===== config.mk =====
export PLATFORM = sky130hd
export DESIGN_NAME = cse_charger_seq
export DESIGN_NICKNAME = d
export VERILOG_FILES = /design/src/logic/cse_pkg.sv /design/src/logic/cse_status_if.sv /design/src/logic/cse_charger_seq.sv /design/src/logic/cse_status_encoder.sv
export SDC_FILE = /design/constraint.sdc
export NUM_CORES = 1
export LEC_CHECK = 0
export ABC_AREA = 1
export BUFFER_PORTS_ARGS = -buffer_cell sky130_fd_sc_hd__buf_2
export CELL_PAD_IN_SITES_DETAIL_PLACEMENT = 1
export CELL_PAD_IN_SITES_GLOBAL_PLACEMENT = 2
export CORE_ASPECT_RATIO = 1.4
export CORE_MARGIN = 2
export CORE_UTILIZATION = 24
export CTS_BUF_LIST = sky130_fd_sc_hd__clkbuf_16
export CTS_CLUSTER_SIZE = 14
export DETAILED_ROUTE_END_ITERATION = 10
export GPL_TIMING_DRIVEN = 0
export PLACE_DENSITY_LB_ADDON = 0.1
export SLEW_MARGIN = 10
export SYNTH_ARGS = -nofsm -noshare
export SYNTH_HDL_FRONTEND = slang
export SYNTH_SLANG_ARGS = --single-unit

===== constraint.sdc =====
create_clock -name clock -period 5.6 [get_ports clock]
set_clock_uncertainty 0.05 [all_clocks]
set_input_delay 0.56 -clock clock [delete_from_list [all_inputs] [get_ports clock]]
set_output_delay 0.56 -clock clock [all_outputs]
set_load 0.05 [all_outputs]

===== src/logic/cse_pkg.sv =====
/*
 * Shared constants and types for the charger sequencer and its status encoder.
 * Assumes a single free-running 25 MHz system clock feeding every counter.
 */
`default_nettype none

package cse_pkg;

    // system clock
    localparam longint CLK_HZ            = 64'd25_000_000;

    // times in their own units
    localparam longint TRICKLE_LIMIT_S   = 64'd1800;       // half an hour
    localparam longint SAFETY_TIME_S     = 64'd14400;      // four hours
    localparam longint DEBOUNCE_TIME_NS  = 64'd1_300_000;  // 1.3 ms
    localparam longint CARRIER_HZ        = 64'd35_000;
    localparam longint SLOW_BLINK_MHZ    = 64'd1500;       // 1.5 Hz, in millihertz
    localparam longint FAST_BLINK_MHZ    = 64'd6100;       // 6.1 Hz, in millihertz
    localparam longint DUTY_STEPS        = 64'd16;         // 6.25 % resolution

    // derived cycle counts
    localparam longint TRICKLE_LIMIT_CYC = TRICKLE_LIMIT_S * CLK_HZ;
    localparam longint SAFETY_CYC        = SAFETY_TIME_S * CLK_HZ;
    localparam longint DEBOUNCE_CYC      = (DEBOUNCE_TIME_NS * CLK_HZ + 64'd999_999_999)
                                           / 64'd1_000_000_000;
    localparam longint SLICE_CYC         = CLK_HZ / (CARRIER_HZ * DUTY_STEPS);
    localparam longint SLOW_HALF_CYC     = (CLK_HZ * 64'd1000) / (64'd2 * SLOW_BLINK_MHZ);
    localparam longint FAST_HALF_CYC     = (CLK_HZ * 64'd1000) / (64'd2 * FAST_BLINK_MHZ);

    // counter widths and sized forms
    localparam int          TIMER_W      = 40;
    localparam int          DEB_W        = 16;
    localparam int          BLINK_W      = 24;
    localparam logic [5:0]  SLICE_LAST   = 6'(SLICE_CYC - 64'd1);

    // duty cycles in sixteenths of a carrier period (pin pulled low)
    localparam logic [3:0]  TEMP_DIM     = 4'h1;  // 6.25 %
    localparam logic [3:0]  TEMP_BRIGHT  = 4'hf;  // 93.75 %
    localparam logic [3:0]  BAD_DIM      = 4'h2;  // 12.5 %
    localparam logic [3:0]  BAD_BRIGHT   = 4'he;  // 87.5 %

    // sequencer states
    typedef enum logic [2:0] {
        ST_OFF,
        ST_TRICKLE,
        ST_CC,
        ST_CV,
        ST_DONE,
        ST_BADCELL
    } cse_state_t;

    // status pin patterns
    typedef enum logic [1:0] {
        MODE_LOW,
        MODE_RELEASED,
        MODE_TEMP_FAULT,
        MODE_BAD_CELL
    } cse_status_mode_t;

endpackage

`default_nettype wire


===== src/logic/cse_status_if.sv =====
/*
 * Carries the requested status pattern from the sequencer to the encoder.
 * Both ends sit on the same system clock.
 */
`timescale 1ns/1ns
`default_nettype none

interface cse_status_if;
    import cse_pkg::*;

    cse_status_mode_t mode;

    modport seq (output mode);
    modport enc (input mode);
endinterface

`default_nettype wire


===== src/logic/cse_charger_seq.sv =====
/*
 * Charger sequencer: trickle, constant current, float with safety timer,
 * bad cell timeout, debounced recharge and thermistor pause; drives the
 * open-drain status pin through the encoder.
 * Assumes comparator flags are clean levels synchronous to clock.
 */
// Overview of operation
// battery below trickle threshold at cycle start: charge at one tenth current
// still below trickle after half an hour: stop, unresponsive battery fault
// battery above trickle threshold: move into full constant-current charging
// battery reaches float voltage: start the four hour safety timer
// safety timer expiry: stop charging and stay terminated
// terminated and battery below recharge threshold: start a new cycle
// below recharge threshold while timer runs: clear the timer to zero
// act on below-recharge only after more than 1.3 ms continuous
// lockout or disable cycling restarts charge cycle and safety timer
// status pin held low throughout a normal charge cycle
// at float with current under one tenth: release the status pin
// ignore the one-tenth indication while input is current limited
// any fault: 35 kHz carrier with duty blinking low and high
// temperature fault: 6.25 and 93.75 percent duty at 1.5 Hz
// bad cell fault: 12.5 and 87.5 percent duty at about 6.1 Hz
// pause charging while the hot comparator trips
// pause charging while the cold comparator trips
// temperature pause in float also freezes the safety timer
// grounded thermistor pin disables temperature pausing
// a reader should discard an exact 50 percent duty reading
// carrier, blink, debounce and timers all count one system clock
`timescale 1ns/1ns
`default_nettype none

module cse_charger_seq
    import cse_pkg::*;
#(
    parameter logic [TIMER_W-1:0] TRICKLE_LIMIT = TIMER_W'(TRICKLE_LIMIT_CYC),
    parameter logic [TIMER_W-1:0] SAFETY_LIMIT  = TIMER_W'(SAFETY_CYC),
    parameter logic [DEB_W-1:0]   DEBOUNCE_LEN  = DEB_W'(DEBOUNCE_CYC),
    parameter logic [BLINK_W-1:0] SLOW_HALF     = BLINK_W'(SLOW_HALF_CYC),
    parameter logic [BLINK_W-1:0] FAST_HALF     = BLINK_W'(FAST_HALF_CYC)
)
(
    // clock and reset
    input  wire logic   clock,
    input  wire logic   rst_n,
    // battery comparators
    input  wire logic   batBelowTrickle,
    input  wire logic   batAtFloat,
    input  wire logic   batBelowRecharge,
    input  wire logic   currentBelowTenth,
    input  wire logic   inputCurrentLimit,
    // thermistor comparators
    input  wire logic   tempHot,
    input  wire logic   tempCold,
    input  wire logic   thermistorGrounded,
    // supply and control
    input  wire logic   supplyLockout,
    input  wire logic   chargerDisable,
    // charger commands
    output var  logic   chargeEnable_r,
    output var  logic   trickleMode_r,
    output var  cse_state_t chargeState_r,
    // open-drain status pin
    output var  logic   chargeStatusOut_r,
    output wire logic   chargeStatusOe
);

    cse_status_if       statusBus();

    cse_state_t         state_nxt;
    logic [TIMER_W-1:0] trickleCnt_r, trickleCnt_nxt;
    logic [TIMER_W-1:0] safetyCnt_r, safetyCnt_nxt;
    logic [DEB_W-1:0]   belowCnt_r, belowCnt_nxt;
    cse_status_mode_t   statusMode_r, statusMode_nxt;
    logic               chargeEnable_nxt;
    logic               trickleMode_nxt;
    logic               active;
    logic               tempPause;
    logic               rechargeEvt;
    logic               chargeDone;
    logic               charging;

    // qualifiers shared by the state logic
    always_comb
    begin
        // lockout or disable holds the cycle off
        active      = !supplyLockout && !chargerDisable;
        // hot or cold pauses unless thermistor grounded
        tempPause   = !thermistorGrounded && (tempHot || tempCold);
        // C/10 ignored in input current limit
        chargeDone  = batAtFloat && currentBelowTenth && !inputCurrentLimit;
    end

    // recharge debounce: counts consecutive low samples
    always_comb
    begin
        if (!batBelowRecharge)
            belowCnt_nxt = '0;
        else if (belowCnt_r == DEBOUNCE_LEN + 1'b1)
            belowCnt_nxt = belowCnt_r;  // saturate so the event fires once
        else
            belowCnt_nxt = belowCnt_r + 1'b1;
        // one pulse once low for more than the debounce time
        rechargeEvt = batBelowRecharge && (belowCnt_r == DEBOUNCE_LEN);
    end

    always_ff @(posedge clock or negedge rst_n)
    begin
        if (!rst_n)
            belowCnt_r <= '0;
        else
            belowCnt_r <= belowCnt_nxt;
    end

    // sequencer next state and timers
    always_comb
    begin
        state_nxt      = chargeState_r;
        trickleCnt_nxt = trickleCnt_r;
        safetyCnt_nxt  = safetyCnt_r;
        unique case (chargeState_r)
            ST_OFF:
            begin
                trickleCnt_nxt = '0;
                safetyCnt_nxt  = '0;
                if (active)
                    // deep discharge starts in trickle
                    state_nxt = batBelowTrickle ? ST_TRICKLE : ST_CC;
            end
            ST_TRICKLE:
            begin
                if (!batBelowTrickle)
                begin
                    // full current once above threshold
                    state_nxt = ST_CC;
                end
                else if (trickleCnt_r == TRICKLE_LIMIT)
                begin
                    // unresponsive after half an hour
                    state_nxt = ST_BADCELL;
                end
                else if (!tempPause)
                begin
                    // paused time does not count toward bad cell
                    trickleCnt_nxt = trickleCnt_r + 1'b1;
                end
            end
            ST_CC:
            begin
                if (batAtFloat)
                begin
                    // float reached, timer starts from zero
                    state_nxt     = ST_CV;
                    safetyCnt_nxt = '0;
                end
            end
            ST_CV:
            begin
                if (rechargeEvt)
                begin
                    // dip below recharge clears the timer
                    safetyCnt_nxt = '0;
                end
                else if (safetyCnt_r == SAFETY_LIMIT)
                begin
                    // timer expired, terminate
                    state_nxt = ST_DONE;
                end
                else if (!tempPause)
                begin
                    // timer frozen during a temperature pause
                    safetyCnt_nxt = safetyCnt_r + 1'b1;
                end
            end
            ST_DONE:
            begin
                safetyCnt_nxt  = '0;
                trickleCnt_nxt = '0;
                // automatic recharge from terminated
                if (rechargeEvt)
                    state_nxt = batBelowTrickle ? ST_TRICKLE : ST_CC;
            end
            ST_BADCELL:
                state_nxt = ST_BADCELL;  // left only by a restart
            default:
                state_nxt = ST_OFF;
        endcase
        // restart overrides everything
        if (!active)
            state_nxt = ST_OFF;
    end

    // output decode from the next state so outputs match the state register
    always_comb
    begin
        charging         = state_nxt inside {ST_TRICKLE, ST_CC, ST_CV};
        // no current when terminated or paused
        chargeEnable_nxt = charging && !tempPause;
        // one tenth current while trickling
        trickleMode_nxt  = (state_nxt == ST_TRICKLE);
        if (state_nxt == ST_BADCELL)
            statusMode_nxt = MODE_BAD_CELL;          // bad cell pattern
        else if (charging && tempPause)
            statusMode_nxt = MODE_TEMP_FAULT;        // temperature pattern
        else if (state_nxt == ST_CV && chargeDone)
            statusMode_nxt = MODE_RELEASED;          // end of charge shown
        else if (charging)
            statusMode_nxt = MODE_LOW;               // charging held low
        else
            statusMode_nxt = MODE_RELEASED;
    end

    // state and output registers
    always_ff @(posedge clock or negedge rst_n)
    begin
        if (!rst_n)
        begin
            chargeState_r     <= ST_OFF;
            trickleCnt_r      <= '0;
            safetyCnt_r       <= '0;
            chargeEnable_r    <= 1'b0;
            trickleMode_r     <= 1'b0;
            statusMode_r      <= MODE_RELEASED;
            chargeStatusOut_r <= 1'b0;
        end
        else
        begin
            chargeState_r     <= state_nxt;
            trickleCnt_r      <= trickleCnt_nxt;
            safetyCnt_r       <= safetyCnt_nxt;
            chargeEnable_r    <= chargeEnable_nxt;
            trickleMode_r     <= trickleMode_nxt;
            statusMode_r      <= statusMode_nxt;
            chargeStatusOut_r <= 1'b0;  // open drain only ever drives low
        end
    end

    assign statusBus.mode = statusMode_r;

    // encoder counts the same system clock
    cse_status_encoder #(
        .SLOW_HALF (SLOW_HALF),
        .FAST_HALF (FAST_HALF)
    ) u_encoder (
        .clock (clock),
        .rst_n (rst_n),
        .stat  (statusBus.enc),
        .pinOe (chargeStatusOe)
    );
endmodule

`default_nettype wire


===== src/logic/cse_status_encoder.sv =====
/*
 * Status pin encoder: solid low, released, or a 35 kHz carrier whose duty
 * cycle blinks between two values. Assumes mode is registered by its source.
 */
`timescale 1ns/1ns
`default_nettype none

module cse_status_encoder
    import cse_pkg::*;
#(
    parameter logic [BLINK_W-1:0] SLOW_HALF = BLINK_W'(SLOW_HALF_CYC),
    parameter logic [BLINK_W-1:0] FAST_HALF = BLINK_W'(FAST_HALF_CYC)
)
(
    // clock and reset
    input  wire logic   clock,
    input  wire logic   rst_n,
    // requested pattern
    cse_status_if.enc   stat,
    // open-drain enable, high pulls the pin low
    output var  logic   pinOe
);

    logic [5:0]         sliceCnt_r, sliceCnt_nxt;
    logic [3:0]         phase_r, phase_nxt;
    logic [BLINK_W-1:0] blinkCnt_r, blinkCnt_nxt;
    logic               bright_r, bright_nxt;
    logic               pinOe_nxt;
    logic [BLINK_W-1:0] halfLast;
    logic [3:0]         duty;

    // free-running carrier and blink counters; no restart on mode change
    always_comb
    begin
        halfLast     = (stat.mode == MODE_BAD_CELL) ? FAST_HALF - 1'b1 : SLOW_HALF - 1'b1;
        sliceCnt_nxt = (sliceCnt_r == SLICE_LAST) ? 6'h00 : sliceCnt_r + 6'h01;
        phase_nxt    = (sliceCnt_r == SLICE_LAST) ? phase_r + 4'h1 : phase_r;
        blinkCnt_nxt = blinkCnt_r + 1'b1;
        bright_nxt   = bright_r;
        // >= so a shorter half after a mode change still wraps at once
        if (blinkCnt_r >= halfLast)
        begin
            blinkCnt_nxt = '0;
            bright_nxt   = ~bright_r;
        end
        // two duty levels
        if (stat.mode == MODE_BAD_CELL)
            duty = bright_r ? BAD_BRIGHT : BAD_DIM;
        else
            duty = bright_r ? TEMP_BRIGHT : TEMP_DIM;
        // carrier on faults
        unique case (stat.mode)
            MODE_LOW:        pinOe_nxt = 1'b1;
            MODE_RELEASED:   pinOe_nxt = 1'b0;
            MODE_TEMP_FAULT: pinOe_nxt = (phase_r < duty);
            MODE_BAD_CELL:   pinOe_nxt = (phase_r < duty);
        endcase
    end

    // registers
    always_ff @(posedge clock or negedge rst_n)
    begin
        if (!rst_n)
        begin
            sliceCnt_r <= 6'h00;
            phase_r    <= 4'h0;
            blinkCnt_r <= '0;
            bright_r   <= 1'b0;
            pinOe      <= 1'b0;
        end
        else
        begin
            sliceCnt_r <= sliceCnt_nxt;
            phase_r    <= phase_nxt;
            blinkCnt_r <= blinkCnt_nxt;
            bright_r   <= bright_nxt;
            pinOe      <= pinOe_nxt;
        end
    end
endmodule

`default_nettype wire


### Word-level counts from Yosys, hierarchy flattened

Index checks and enable logic that the tools add are counted.

| word-level totals | value |
|---|---|
| flip-flop bits (word level) | 139 |
| bits in latches | 0 |
| bits in writable memories | 0 |
| ROM bits | 0 |
| bits of input ports | 12 |
| logic and storage cells | 99 |
| memories | 0 |

| operators by class | value |
|---|---|
| add/sub/neg operators | 6 |
| $mul | 0 |
| div/mod/pow operators | 0 |
| $lt $le $gt $ge | 2 |
| equal/unequal tests | 24 |
| shifts and indexed selects | 0 |
| mux-type cells | 31 |
| bitwise gates (word level) | 1 |
| reductions and logical operators | 23 |

Operator list:

| cell | count |
|---|---|
| $mux W40 | 7 |
| $pmux W40 S3 | 1 |
| $add A40 B1 Y40 const B | 2 |
| $pmux W40 S2 | 1 |
| $eq A40 B36 Y1 const B | 1 |
| $eq A40 B39 Y1 const B | 1 |
| $eq A16 B15 Y1 const B | 2 |
| $mux W16 | 2 |
| $add A24 B1 Y24 const B | 1 |
| $ge A24 B24 Y1 | 1 |
| $mux W24 | 1 |
| $mux W23 | 1 |
| $mux W3 | 7 |
| $pmux W3 S6 | 1 |
| $add A16 B1 Y16 const B | 1 |
| $eq A3 B2 Y1 const B | 4 |
| $mux W4 | 3 |
| $ne A2 B2 Y1 const B | 5 |
| $eq A3 B3 Y1 const B | 3 |
| $logic_and A1 B1 Y1 | 8 |
| $reduce_and A4 Y1 | 2 |
| $add A6 B1 Y6 const B | 1 |
| $eq A3 B1 Y1 const B | 2 |
| $eq A6 B6 Y1 const B | 1 |
| other kinds (17) | 28 |

### Depth between registers and ports, before layout

Gate-level depths: netlist of run 1.

| logic depth | value |
|---|---|
| word-level depth | 11 |
| gate-level depth with buffers | 15 |
| mapped depth without buffers | 15 |

### Cells and area by module

Synthesis of run 1 repeated with hierarchy kept, for this count alone.

| unflattened totals | value |
|---|---|
| cell total of the unflattened synthesis | 1286 |
| area, all modules | 9216.3 µm² |

By module, submodules not included:

| module | instances | cells each | area each (µm²) | seq. area each (µm²) |
|---|---|---|---|---|
| cse_charger_seq | 1 | 1016 | 6993.0 | 2578.7 |
| cse_status_encoder | 1 | 270 | 2223.4 | 900.9 |

### Least setup slack after synthesis of run 1

No wires, ideal clock.

| timing | value |
|---|---|
| path type | reg2reg |
| from | register statusMode_r[0] (netlist: statusBus.mode[0]) |
| to | register u_encoder.blinkCnt_r[14] |
| setup time | 71 ps |
| data arrival time | 2040 ps |
| data required time | 5479 ps |
| slack | 3439 ps |
| cell stages (with the launch flop) | 12 |
| cells stage by stage | dfstp_2 > nand2_1 > inv_1 > ha_1 > a21oi_1 > o21ai_0 > nand2_1 > nand3_1 > a21oi_1 > nand3_1 > buf_2 > nor2_1 |

| between the ends | value |
|---|---|
| word-level cells in the longest chain between the ends | 4 |

Ends and longest elaborated chain:

| item | RTL line | source |
|---|---|---|
| start, declared | cse_charger_seq.sv:73 | `cse_status_mode_t statusMode_r, statusMode_nxt;` |
| start signal, assigned | cse_charger_seq.sv:232 | `statusMode_r <= statusMode_nxt;` |
| $eq A2 B2 Y1 | cse_status_encoder.sv:35 | `halfLast = (stat.mode == MODE_BAD_CELL) ? FAST_HALF - 1'b1 : SLOW_HALF - 1'b1;` |
| $mux W23 | cse_status_encoder.sv:35 |  |
| $ge A24 B24 Y1 | cse_status_encoder.sv:41 | `if (blinkCnt_r >= halfLast)` |
| $mux W24 | cse_status_encoder.sv:41 |  |
| net u_encoder.blinkCnt_nxt[14] | cse_status_encoder.sv:26 | `logic [BLINK_W-1:0] blinkCnt_r, blinkCnt_nxt;` |
| end signal, assigned | cse_status_encoder.sv:75 | `blinkCnt_r <= blinkCnt_nxt;` |
| end, declared | cse_status_encoder.sv:26 |  |

The timed path passes the listed nets, and every way through them passes these cells.
A chain may end at the register's enable or synchronous reset.

### Worst setup path after layout of run 1

Same ends and word-level chain as after synthesis.

==> key figures, run 1 <==
Outcome
  – Run status: completed

Synthesis
  – Share of synthesized registers carrying an async set or reset: 100%
  – Instance count of the mapped netlist: between 1,000 and 1,500
  – EDFF count, synth: 0
  – Post-synth top flop: sky130_fd_sc_hd__dfrtp_1
  – Post-synth cell types: 46
  – Net count after synthesis: approximately 1,300
  – Synthesis warning total: 0
  – Mean cell area of the mapped netlist: approximately 7 um^2
  – FF+latch count, synth: roughly 140
  – Register area share after synthesis: roughly two fifths
  – Synthesized area: approximately 0.0090 mm^2

Pwr
  – PD cells: between 200 and 250 mW/mm^2
  – Leakage Power: about 4.2 nW
  – Worst voltage drop across the vdd grid: roughly 0.00015 V

Final layout
  – Number of antenna cells inserted: 0
  – Flip-flop and latch area: between 0.003 and 0.004 mm^2
  – Net count, final: between 1,000 and 1,500
  – Fraction of layout instances using a drive strength above 1: under 10%
  – Area growth, synth to finish: 13.6%
  – Area occupied by multi-input gates: between 0.004 and 0.005 mm^2
  – Filler cell count: approximately 4,600

Clock tree
  – CTS tree: yes
  – H-tree levels: 4
  – Later-pin clock latency in the skew report: roughly 0.45 ns
  – Maximum buffer depth of the clock tree: 2
  – Clock Sink Count: approximately 140
  – Clock root buffer: sky130_fd_sc_hd__clkbuf_16
  – Clock transition time at the flip-flop clock pins of the worst setup and hold paths: roughly 0.06 ns
  – Number of buffers created by CTS: 17
  – Count of cells resized by post-cts repair: 0

Critical path
  – Peak per-stage delay on the critical path: between 0.5 and 0.6 ns
  – CP max FO: 10
  – Crit Path Category: reg2reg
  – Cell chain of the critical path: nand2_1 -> inv_1 -> ha_1 -> nand2_1 -> inv_1 -> o21ai_0 -> nand3_1 -> a21oi_1 -> nand3_1 -> buf_2 -> nor2_1
  – Critical path launch point type: register
  – Required time reported for the critical path endpoint: 5.92 ns
  – Category of the worst setup path capture point: register
  – Buffering stage count on the worst path with inverters included: 3
  – Master of the slowest instance on the critical path: sky130_fd_sc_hd__dfstp_2
  – Crit path max-delay family: simple AND/OR/NAND/NOR gates
  – Data arrival, critical path: about 3.3 ns

STA
  – Hold slack final: between 0.3 and 0.4 ns
  – Setup repair after global routing missed its margin: false
  – Number of endpoints with negative hold slack in the final report: 0
  – Fin crit period: just under 3 ns
  – Final cycle utilization of the critical path: around 53%
  – Final number of max-transition violations: 0
  – Slew headroom: a little under half
  – Highest clock rate: roughly 340 MHz
  – Number of failing setup endpoints in the final timing report: 0
  – Setup Total Neg Slack: 0 ns
  – Pin slew with the least headroom to its limit: ~0.8 ns

GRT
  – Overall overflow remaining after global route: 0
  – Largest net degree at the start of global routing: about 90
  – Gr usage total: 18.2%
  – Global-route wire length before repair: about 54,000 um
  – Vias in the first global route: between 9,000 and 10,000
  – Antenna violations before repair: 0

Placed design
  – Routability-driven placement congestion ratio: 0.809
  – Final HPWL DP: 26,500 um
  – Count of buffers inserted at the top-level ports: 17

Floorplan
  – Overall die width: between 150 and 200 um
  – Initial core utilization: between 20 and 25%
  – Overall die area: a little under 0.04 mm^2
  – # IOs: 19
  – Die Span Y: ~230 um
  – Area of the placeable core: 0.0374 mm^2
  – Rows: 84

Hold path
  – Classification of the worst-slack hold path: in2reg

Routing
  – Per-cell via count in the routed design: 4.80
  – Iteration-0 DRC count of the detailed router: 321
  – Remaining design rule violation count: 0
  – Via total after detailed routing: 8,575
  – TritonRoute pass-1 iters: 4
  – Average detailed-routed wire length per instance: around 19 um
  – ANT nets after route: 0
  – DRT Wirelength: about 34,000 um

Run
  – Number of max-cap violations: 0
==> flip-flops by register name, indices dropped and copies added, names as in the netlist, 2 cells and up <==
name	count
chargeState_r	3
statusBus.mode	2
belowCnt_r	16
u_encoder.phase_r	4
u_encoder.blinkCnt_r	24
trickleCnt_r	40
safetyCnt_r	40
u_encoder.sliceCnt_r	6
==> synth_stat cells, types with 2 or more instances <==
cell,number,area (um^2)
sky130_fd_sc_hd__inv_2,10,37.5
sky130_fd_sc_hd__a21oi_1,28,140
sky130_fd_sc_hd__buf_6,4,45.0
sky130_fd_sc_hd__nor2_2,6,37.5
sky130_fd_sc_hd__o21a_1,2,15.0
sky130_fd_sc_hd__or2_2,5,31.3
sky130_fd_sc_hd__clkbuf_1,6,22.5
sky130_fd_sc_hd__o31ai_1,23,173
sky130_fd_sc_hd__nor2_1,200,751
sky130_fd_sc_hd__inv_1,106,398
sky130_fd_sc_hd__a31oi_1,3,18.8
sky130_fd_sc_hd__o211ai_1,2,15.0
sky130_fd_sc_hd__buf_4,2,15.0
sky130_fd_sc_hd__nor2_4,4,45.0
sky130_fd_sc_hd__nand2_2,2,12.5
sky130_fd_sc_hd__nand3b_1,3,22.5
sky130_fd_sc_hd__nand2_1,333,1250
sky130_fd_sc_hd__nor3b_1,5,37.5
sky130_fd_sc_hd__o21ai_0,44,220
sky130_fd_sc_hd__o21ai_1,17,85.1
sky130_fd_sc_hd__a22oi_2,2,25.0
sky130_fd_sc_hd__ha_1,24,300
sky130_fd_sc_hd__buf_1,2,7.51
sky130_fd_sc_hd__nor3_2,4,40.0
sky130_fd_sc_hd__nor4_2,2,25.0
sky130_fd_sc_hd__xor2_1,52,455
sky130_fd_sc_hd__nor3_1,46,230
sky130_fd_sc_hd__nand3_1,85,425
sky130_fd_sc_hd__xnor2_1,10,87.6
sky130_fd_sc_hd__o21bai_1,4,30.0
sky130_fd_sc_hd__buf_2,16,80.1
sky130_fd_sc_hd__dfrtp_1,138,3450
sky130_fd_sc_hd__nor4_1,4,25.0
sky130_fd_sc_hd__nand4_1,59,369
==> layout by cell type (no fill, tap or decap), drive strengths merged, types with 2 or more instances in the layout <==
| cell | instances |
|---|---|
| ha | 24 |
| o211ai | 2 |
| o21ai | 61 |
| o21bai | 4 |
| xnor2 | 10 |
| dfrtp | 138 |
| o31ai | 23 |
| clkinv | 8 |
| xor2 | 52 |
| nand2 | 336 |
| a21oi | 28 |
| nand3b | 3 |
| clkbuf | 23 |
| nor3 | 50 |
| or2 | 5 |
| nor4 | 6 |
| inv | 117 |
| buf | 42 |
| nor2 | 210 |
| nand4 | 60 |
| nor3b | 5 |
| a31oi | 3 |
| clkinvlp | 5 |
| nand3 | 86 |
| a22oi | 2 |
| o21a | 2 |
==> cell families (layout without fill, tap and decap cells) <==
kind of cell,after synthesis,after routing,synth area share (%)
AOI/OAI and AO/OA,129,129,8.35
xor gates and xnor gates,62,62,6.00
adders and majority gates,24,24,3.32
buffers and inverters,146,196,6.69
DFF,139,139,38.5
muxes,1,1,0.124
other,1,1,0.0414
and+or+nand+nor,763,763,37.0
==> path summary, 6_finish.rpt <==
path | start | endpoint | slack, ns | cells past startpoint
setup / recovery | statusBus.mode[0] | u_encoder.blinkCnt_r[14] | 2.62 | 11
hold / removal | batBelowRecharge | belowCnt_r[4] | 0.38 | 3
setup reg to reg | statusBus.mode[0] | u_encoder.blinkCnt_r[14] | 2.62 | 11
hold reg to reg | u_encoder.sliceCnt_r[0] | u_encoder.sliceCnt_r[0] | 0.41 | 1
max in group asynchronous | rst_n | statusBus.mode[0] | 4.09 | 3
min in group asynchronous | rst_n | trickleCnt_r[12] | 0.55 | 2
==> power by group <==
group / total [W] / switching (W) / leakage [nW] / internal (W)
Clock: 0.00103 / 0.000479 / 0.240 / 0.000554
Combinational: 0.000156 / 0.000121 / 2.04 / 0.0000353
Sequential: 0.00102 / 0.00000698 / 1.90 / 0.00101
==> routing by layer <==
metal | routed length [um] | track usage (%)
met1 | 14200 | 20.8
met2 | 18000 | 34.3
met3 | 529 | 2.18
met4 | 964 | 6.95
met5 | 0 | 0
==> tightest hold or removal path: stages <==
cell	delay [ns]
sky130_fd_sc_hd__buf_2	0.14
sky130_fd_sc_hd__o21ai_0	0.08
sky130_fd_sc_hd__a21oi_1	0.04
==> area by class of cell <==
cell class | instances | share of cell area, %
plain buffers | 30 | 1.65
clock buffers | 17 | 4.14
clock inverters | 14 | 0.827
inverters | 116 | 4.23
multi-input cells | 980 | 48.3
flip-flops and latches | 139 | 33.8
well taps | 473 | 5.76
repair buffers | 19 | 1.29
==> per-stage QoR <==
step	std cells	power, W	util [%]	area, um^2	setup slack [ns]
floorplan	1265	0.00112	-	9050	3.44
global placement	1755	0.00120	26.0	9720	1.36
detailed placement	1756	0.00120	26.1	9760	2.47
CTS	1788	0.00226	27.5	10300	2.46
global route	1788	0.00231	27.5	10300	2.33
finish	1788	0.00221	27.5	10300	2.62
==> timing repair <==
action                                 4_1_cts  5_1_grt
hold buffers                                 1        0
endpoints found under the hold margin       17        0
buffers inserted                             0        0
No activity file was read; power rests on OpenSTA's default activity.
==> run 2, diff against run 1 <==
--- a/config.mk
+++ b/config.mk
@@ -5,7 +5,7 @@
 export SDC_FILE = /design/constraint.sdc
 export NUM_CORES = 1
 export LEC_CHECK = 0
-export ABC_AREA = 1
+export ABC_AREA = 0
 export BUFFER_PORTS_ARGS = -buffer_cell sky130_fd_sc_hd__buf_2
 export CELL_PAD_IN_SITES_DETAIL_PLACEMENT = 1
 export CELL_PAD_IN_SITES_GLOBAL_PLACEMENT = 2
==> constraint.sdc (replaced) <==
create_clock -name clock -period 2.7 [get_ports clock]
set_clock_uncertainty 0.05 [all_clocks]
set_input_delay 0.27 -clock clock [delete_from_list [all_inputs] [get_ports clock]]
set_output_delay 0.27 -clock clock [all_outputs]
set_load 0.05 [all_outputs]
==> run 2 against run 1 <==
Hold slack got worse by 0.21 ns. First-iteration DRC count decreased by 26%. Sequential share of layout area is 1.9 points higher. Routed wire length shrank 24%. Critical path depth is 4 lower. Design area fell by 5.1%. Total power up 110%. Synthesized area decreased by 10%. Maximum frequency grew 15%. Critical path type unchanged.
==> key figures, run 2 <==
GRT
  – Largest net degree at the start of global routing: 72 (-19%)
  – Overall overflow remaining after global route: 0 (unchanged)
  – Global-route wire length before repair: 41,600 um (-23%)
  – Antenna violations before repair: 0 (unchanged)
  – Gr usage total: 15.1% (-3.0 points)
  – Vias in the first global route: 7,152 (-23%)

Placed design
  – Count of buffers inserted at the top-level ports: 17 (unchanged)
  – Routability-driven placement congestion ratio: 0.709 (-12%)
  – Final HPWL DP: 17,900 um (-33%)
  – Post-DP Area: 0.00881 mm^2 (-9.8%)

Critical path
  – R2r setup slk: 0.11 ns (-2.51 ns)
  – Required time reported for the critical path endpoint: 3.01 ns (-2.91 ns)
  – Cell count along the critical path: 7 (-4)
  – Worst setup path startpoint: trickleCnt_r[3]
  – Master of the slowest instance on the critical path: sky130_fd_sc_hd__or4_4
  – CP max FO: 10 (unchanged)
  – Critical path launch point type: register
  – CP Capture Point: trickleCnt_r[34]
  – Crit path max-delay family: simple AND/OR/NAND/NOR gates
  – Data arrival, critical path: 2.90 ns (-0.40 ns)
  – Worst reg2reg startpoint: trickleCnt_r[3]
  – Crit Path Category: reg2reg
  – Worst flop-to-flop path endpoint: trickleCnt_r[34]
  – Category of the worst setup path capture point: register
  – Buffering stage count on the worst path with inverters included: 1 (-2)
  – Peak per-stage delay on the critical path: 0.55 ns (+0.03 ns)
  – Worst-case reg-to-reg path depth: 7 (-4)
  – Cell chain of the critical path: and4_1 -> and2_2 -> nand3_2 -> or4_4 -> buf_2 -> or3_1 -> a21oi_1

Pwr
  – PD cells: 483 mW/mm^2 (+130%)
  – Worst voltage drop across the vdd grid: 0.000253 V (+74%)
  – Leakage Power: 3.86 nW (-7.6%)

Routing
  – Via total after detailed routing: 6,640 (-23%)
  – TritonRoute pass-1 iters: 4 (unchanged)
  – Iteration-0 DRC count of the detailed router: 239 (-26%)
  – ANT nets after route: 0 (unchanged)
  – Remaining design rule violation count: 0 (unchanged)
  – Per-cell via count in the routed design: 4.84 (+0.91%)
  – Average detailed-routed wire length per instance: 18.6 um (-1.4%)
  – DRT Wirelength: 25,500 um (-24%)

Floorplan
  – Overall die area: 0.0354 mm^2 (-9.9%)
  – Rows: 79 (-6.0%)
  – Overall die width: 160 um (-5.1%)
  – Initial core utilization: 24.4% (+0.22 points)
  – Area of the placeable core: 0.0333 mm^2 (-11%)
  – Die Span Y: 222 um (-5.1%)
  – # IOs: 19 (unchanged)

STA
  – Final cycle utilization of the critical path: 95.8% (+43 points)
  – Hold slack final: 0.170 ns (-0.209 ns)
  – Fin crit period: 2.59 ns (-0.395 ns)
  – Final number of max-transition violations: 0 (unchanged)
  – Pin slew with the least headroom to its limit: 0.743 ns (-0.0366 ns)
  – Number of endpoints with negative hold slack in the final report: 0 (unchanged)
  – Highest clock rate: 387 MHz (+15%)
  – Slew headroom: 50.0% (+2.4 points)
  – Number of failing setup endpoints in the final timing report: 0 (unchanged)

Clock tree
  – Maximum buffer depth of the clock tree: 2 (unchanged)
  – H-tree levels: 4 (unchanged)
  – CTS tree: yes
  – Clock transition time at the flip-flop clock pins of the worst setup and hold paths: 0.06 ns (about the same)
  – Later-pin clock latency in the skew report: 0.44 ns (about the same)
  – Clock root buffer: sky130_fd_sc_hd__clkbuf_16
  – Clock Sink Count: 139 (unchanged)
  – Number of buffers created by CTS: 17 (unchanged)

Final layout
  – Net count, final: 950 (-29%)
  – Most frequent standard cell in the layout excluding fill and tap cells: sky130_fd_sc_hd__dfrtp_1
  – Fraction of layout instances using a drive strength above 1: 16.3% (+8.1 points)
  – Registers with the most flip-flops: safetyCnt_r x40, trickleCnt_r x40, u_encoder.blinkCnt_r x24
  – Area growth, synth to finish: 20.0%
  – Leading cell types in the layout, fill and taps excluded: sky130_fd_sc_hd__dfrtp_1 (135), sky130_fd_sc_hd__nor2_1 (107), sky130_fd_sc_hd__xnor2_1 (69)
  – Cell area after layout: 0.00976 mm^2 (-5.1%)
  – Number of antenna cells inserted: 0 (unchanged)
  – Filler cell count: 3,880 (-16%)

Synthesis
  – Instance count of the mapped netlist: 858 (-32%)
  – Area leader, netlist: sky130_fd_sc_hd__dfrtp_1
  – Register area share after synthesis: 42.8% (+4.3 points)
  – Synthesized area: 0.00813 mm^2 (-10%)
  – Synth top area cells: sky130_fd_sc_hd__dfrtp_1 (42%), sky130_fd_sc_hd__xnor2_1 (7.4%), sky130_fd_sc_hd__nor2_1 (5.0%), sky130_fd_sc_hd__ha_1 (3.7%), sky130_fd_sc_hd__nand2_1 (3.2%)
  – Mean cell area of the mapped netlist: 9.47 um^2 (+32%)
  – Net count after synthesis: 894 (-31%)
  – FF+latch count, synth: 139 (unchanged)
  – Post-synth top flop: sky130_fd_sc_hd__dfrtp_1
  – Synthesis warning total: 0 (unchanged)
  – Share of synthesized registers carrying an async set or reset: 100% (unchanged)
  – EDFF count, synth: 0 (unchanged)
  – Synth top area share: 42.5% (+4.3 points)
  – Top cells by instance count after synthesis: sky130_fd_sc_hd__dfrtp_1 (138), sky130_fd_sc_hd__nor2_1 (109), sky130_fd_sc_hd__nand2_1 (69), sky130_fd_sc_hd__xnor2_1 (69), sky130_fd_sc_hd__nand3_1 (43)
  – Post-synth cell types: 70 (+52%)
  – Cell with the most instances after synthesis: sky130_fd_sc_hd__dfrtp_1

Outcome
  – Run status: completed

Hold path
  – Classification of the worst-slack hold path: in2reg

Run
  – Number of max-cap violations: 0 (unchanged)
run 2: changes by cell type in the layout (fill, tap and decap cells not counted), moves of 17 or more:
cell | before | now
sky130_fd_sc_hd__xnor2_1 | 10 | 69
sky130_fd_sc_hd__nand2_1 | 333 | 68
sky130_fd_sc_hd__and3_1 | 1 | 18
sky130_fd_sc_hd__nand4_1 | 59 | 32
sky130_fd_sc_hd__o31ai_1 | 23 | 2
sky130_fd_sc_hd__and2_1 | 0 | 20
sky130_fd_sc_hd__buf_4 | 2 | 26
sky130_fd_sc_hd__nor2_1 | 200 | 107
sky130_fd_sc_hd__nor3_1 | 46 | 17
sky130_fd_sc_hd__xor2_1 | 52 | 18
sky130_fd_sc_hd__inv_1 | 107 | 35
sky130_fd_sc_hd__nor4_1 | 4 | 22
sky130_fd_sc_hd__nand3_1 | 85 | 41
sky130_fd_sc_hd__o21ai_0 | 44 | 17
run 2: where the power goes:
part           internal [W]  switching [W]
combinational     0.0000845       0.000225
sequential          0.00210      0.0000243
clock               0.00132       0.000960
run 2: how the worst min path moves through the flow:
stage / cells past startpoint / slack, ns / end / from
finish: 3 / 0.17 / statusBus.mode[0] / inputCurrentLimit
global route: 3 / 0.16 / statusBus.mode[0] / inputCurrentLimit
CTS: 3 / 0.15 / statusBus.mode[0] / inputCurrentLimit
detailed placement: 1 / 0.23 / u_encoder.blinkCnt_r[8] / rst_n
global placement: 1 / 0.40 / u_encoder.sliceCnt_r[0] / u_encoder.sliceCnt_r[0]
floorplan: 0 / -0.08 / belowCnt_r[0] / rst_n
run 2: layer usage:
layer	global-route usage, %	wire, um
met1	18.0	11200
met2	27.2	13300
met3	2.75	593
met4	5.01	441
met5	0	0
run 2: worst min-delay path, stage by stage:
cell,delay [ns]
sky130_fd_sc_hd__buf_2,0.08
sky130_fd_sc_hd__nor3_1,0.07
sky130_fd_sc_hd__a31o_2,0.24
run 2: cell families after synthesis:
family                   after synthesis  synth area share, %
AO/OA/AOI/OAI                        124                 13.3
adder cells (fa/ha/maj)               24                 3.69
other                                  1               0.0461
flip-flops                           139                 42.8
AND/OR/NAND/NOR                      405                 26.4
multiplexers                           4                0.508
XOR/XNOR                              87                 9.37
buffers and inverters                 74                 3.86
run 2: cell type report:
class                   instances  area, um^2  area share [%]
plain buffers                  36         240            2.46
clock buffers                  17         425            4.36
clock inverters                15         116            1.19
inverters                      33         126            1.30
multi-input cells             645        4490            46.0
flip-flops and latches        139        3480            35.7
well taps                     445         557            5.71
repair buffers                 42         322            3.30
run 2: metrics by stage:
step	instances	total power, W	utilization [%]	setup slack, ns	TNS (ns)
floorplan	858	0.00231	-	0.0646	0
global placement	1320	0.00246	26.3	-1.19	-204.89
detailed placement	1321	0.00247	26.4	-0.787	-41.75
CTS	1365	0.00481	28.9	0.000648	0
global route	1372	0.00493	29.3	-0.0172	-0.0253
finish	1372	0.00472	29.3	0.113	0
run 2: timing repair:
| action | CTS | global route |
|---|---|---|
| hold buffers | 1 | 0 |
| setup buffers | 15 | 8 |
| pin swaps | 7 | 9 |
| resized for setup | 48 | 24 |
| endpoints found under the hold margin | 68 | 0 |
| endpoints found under the setup margin | 99 | 77 |
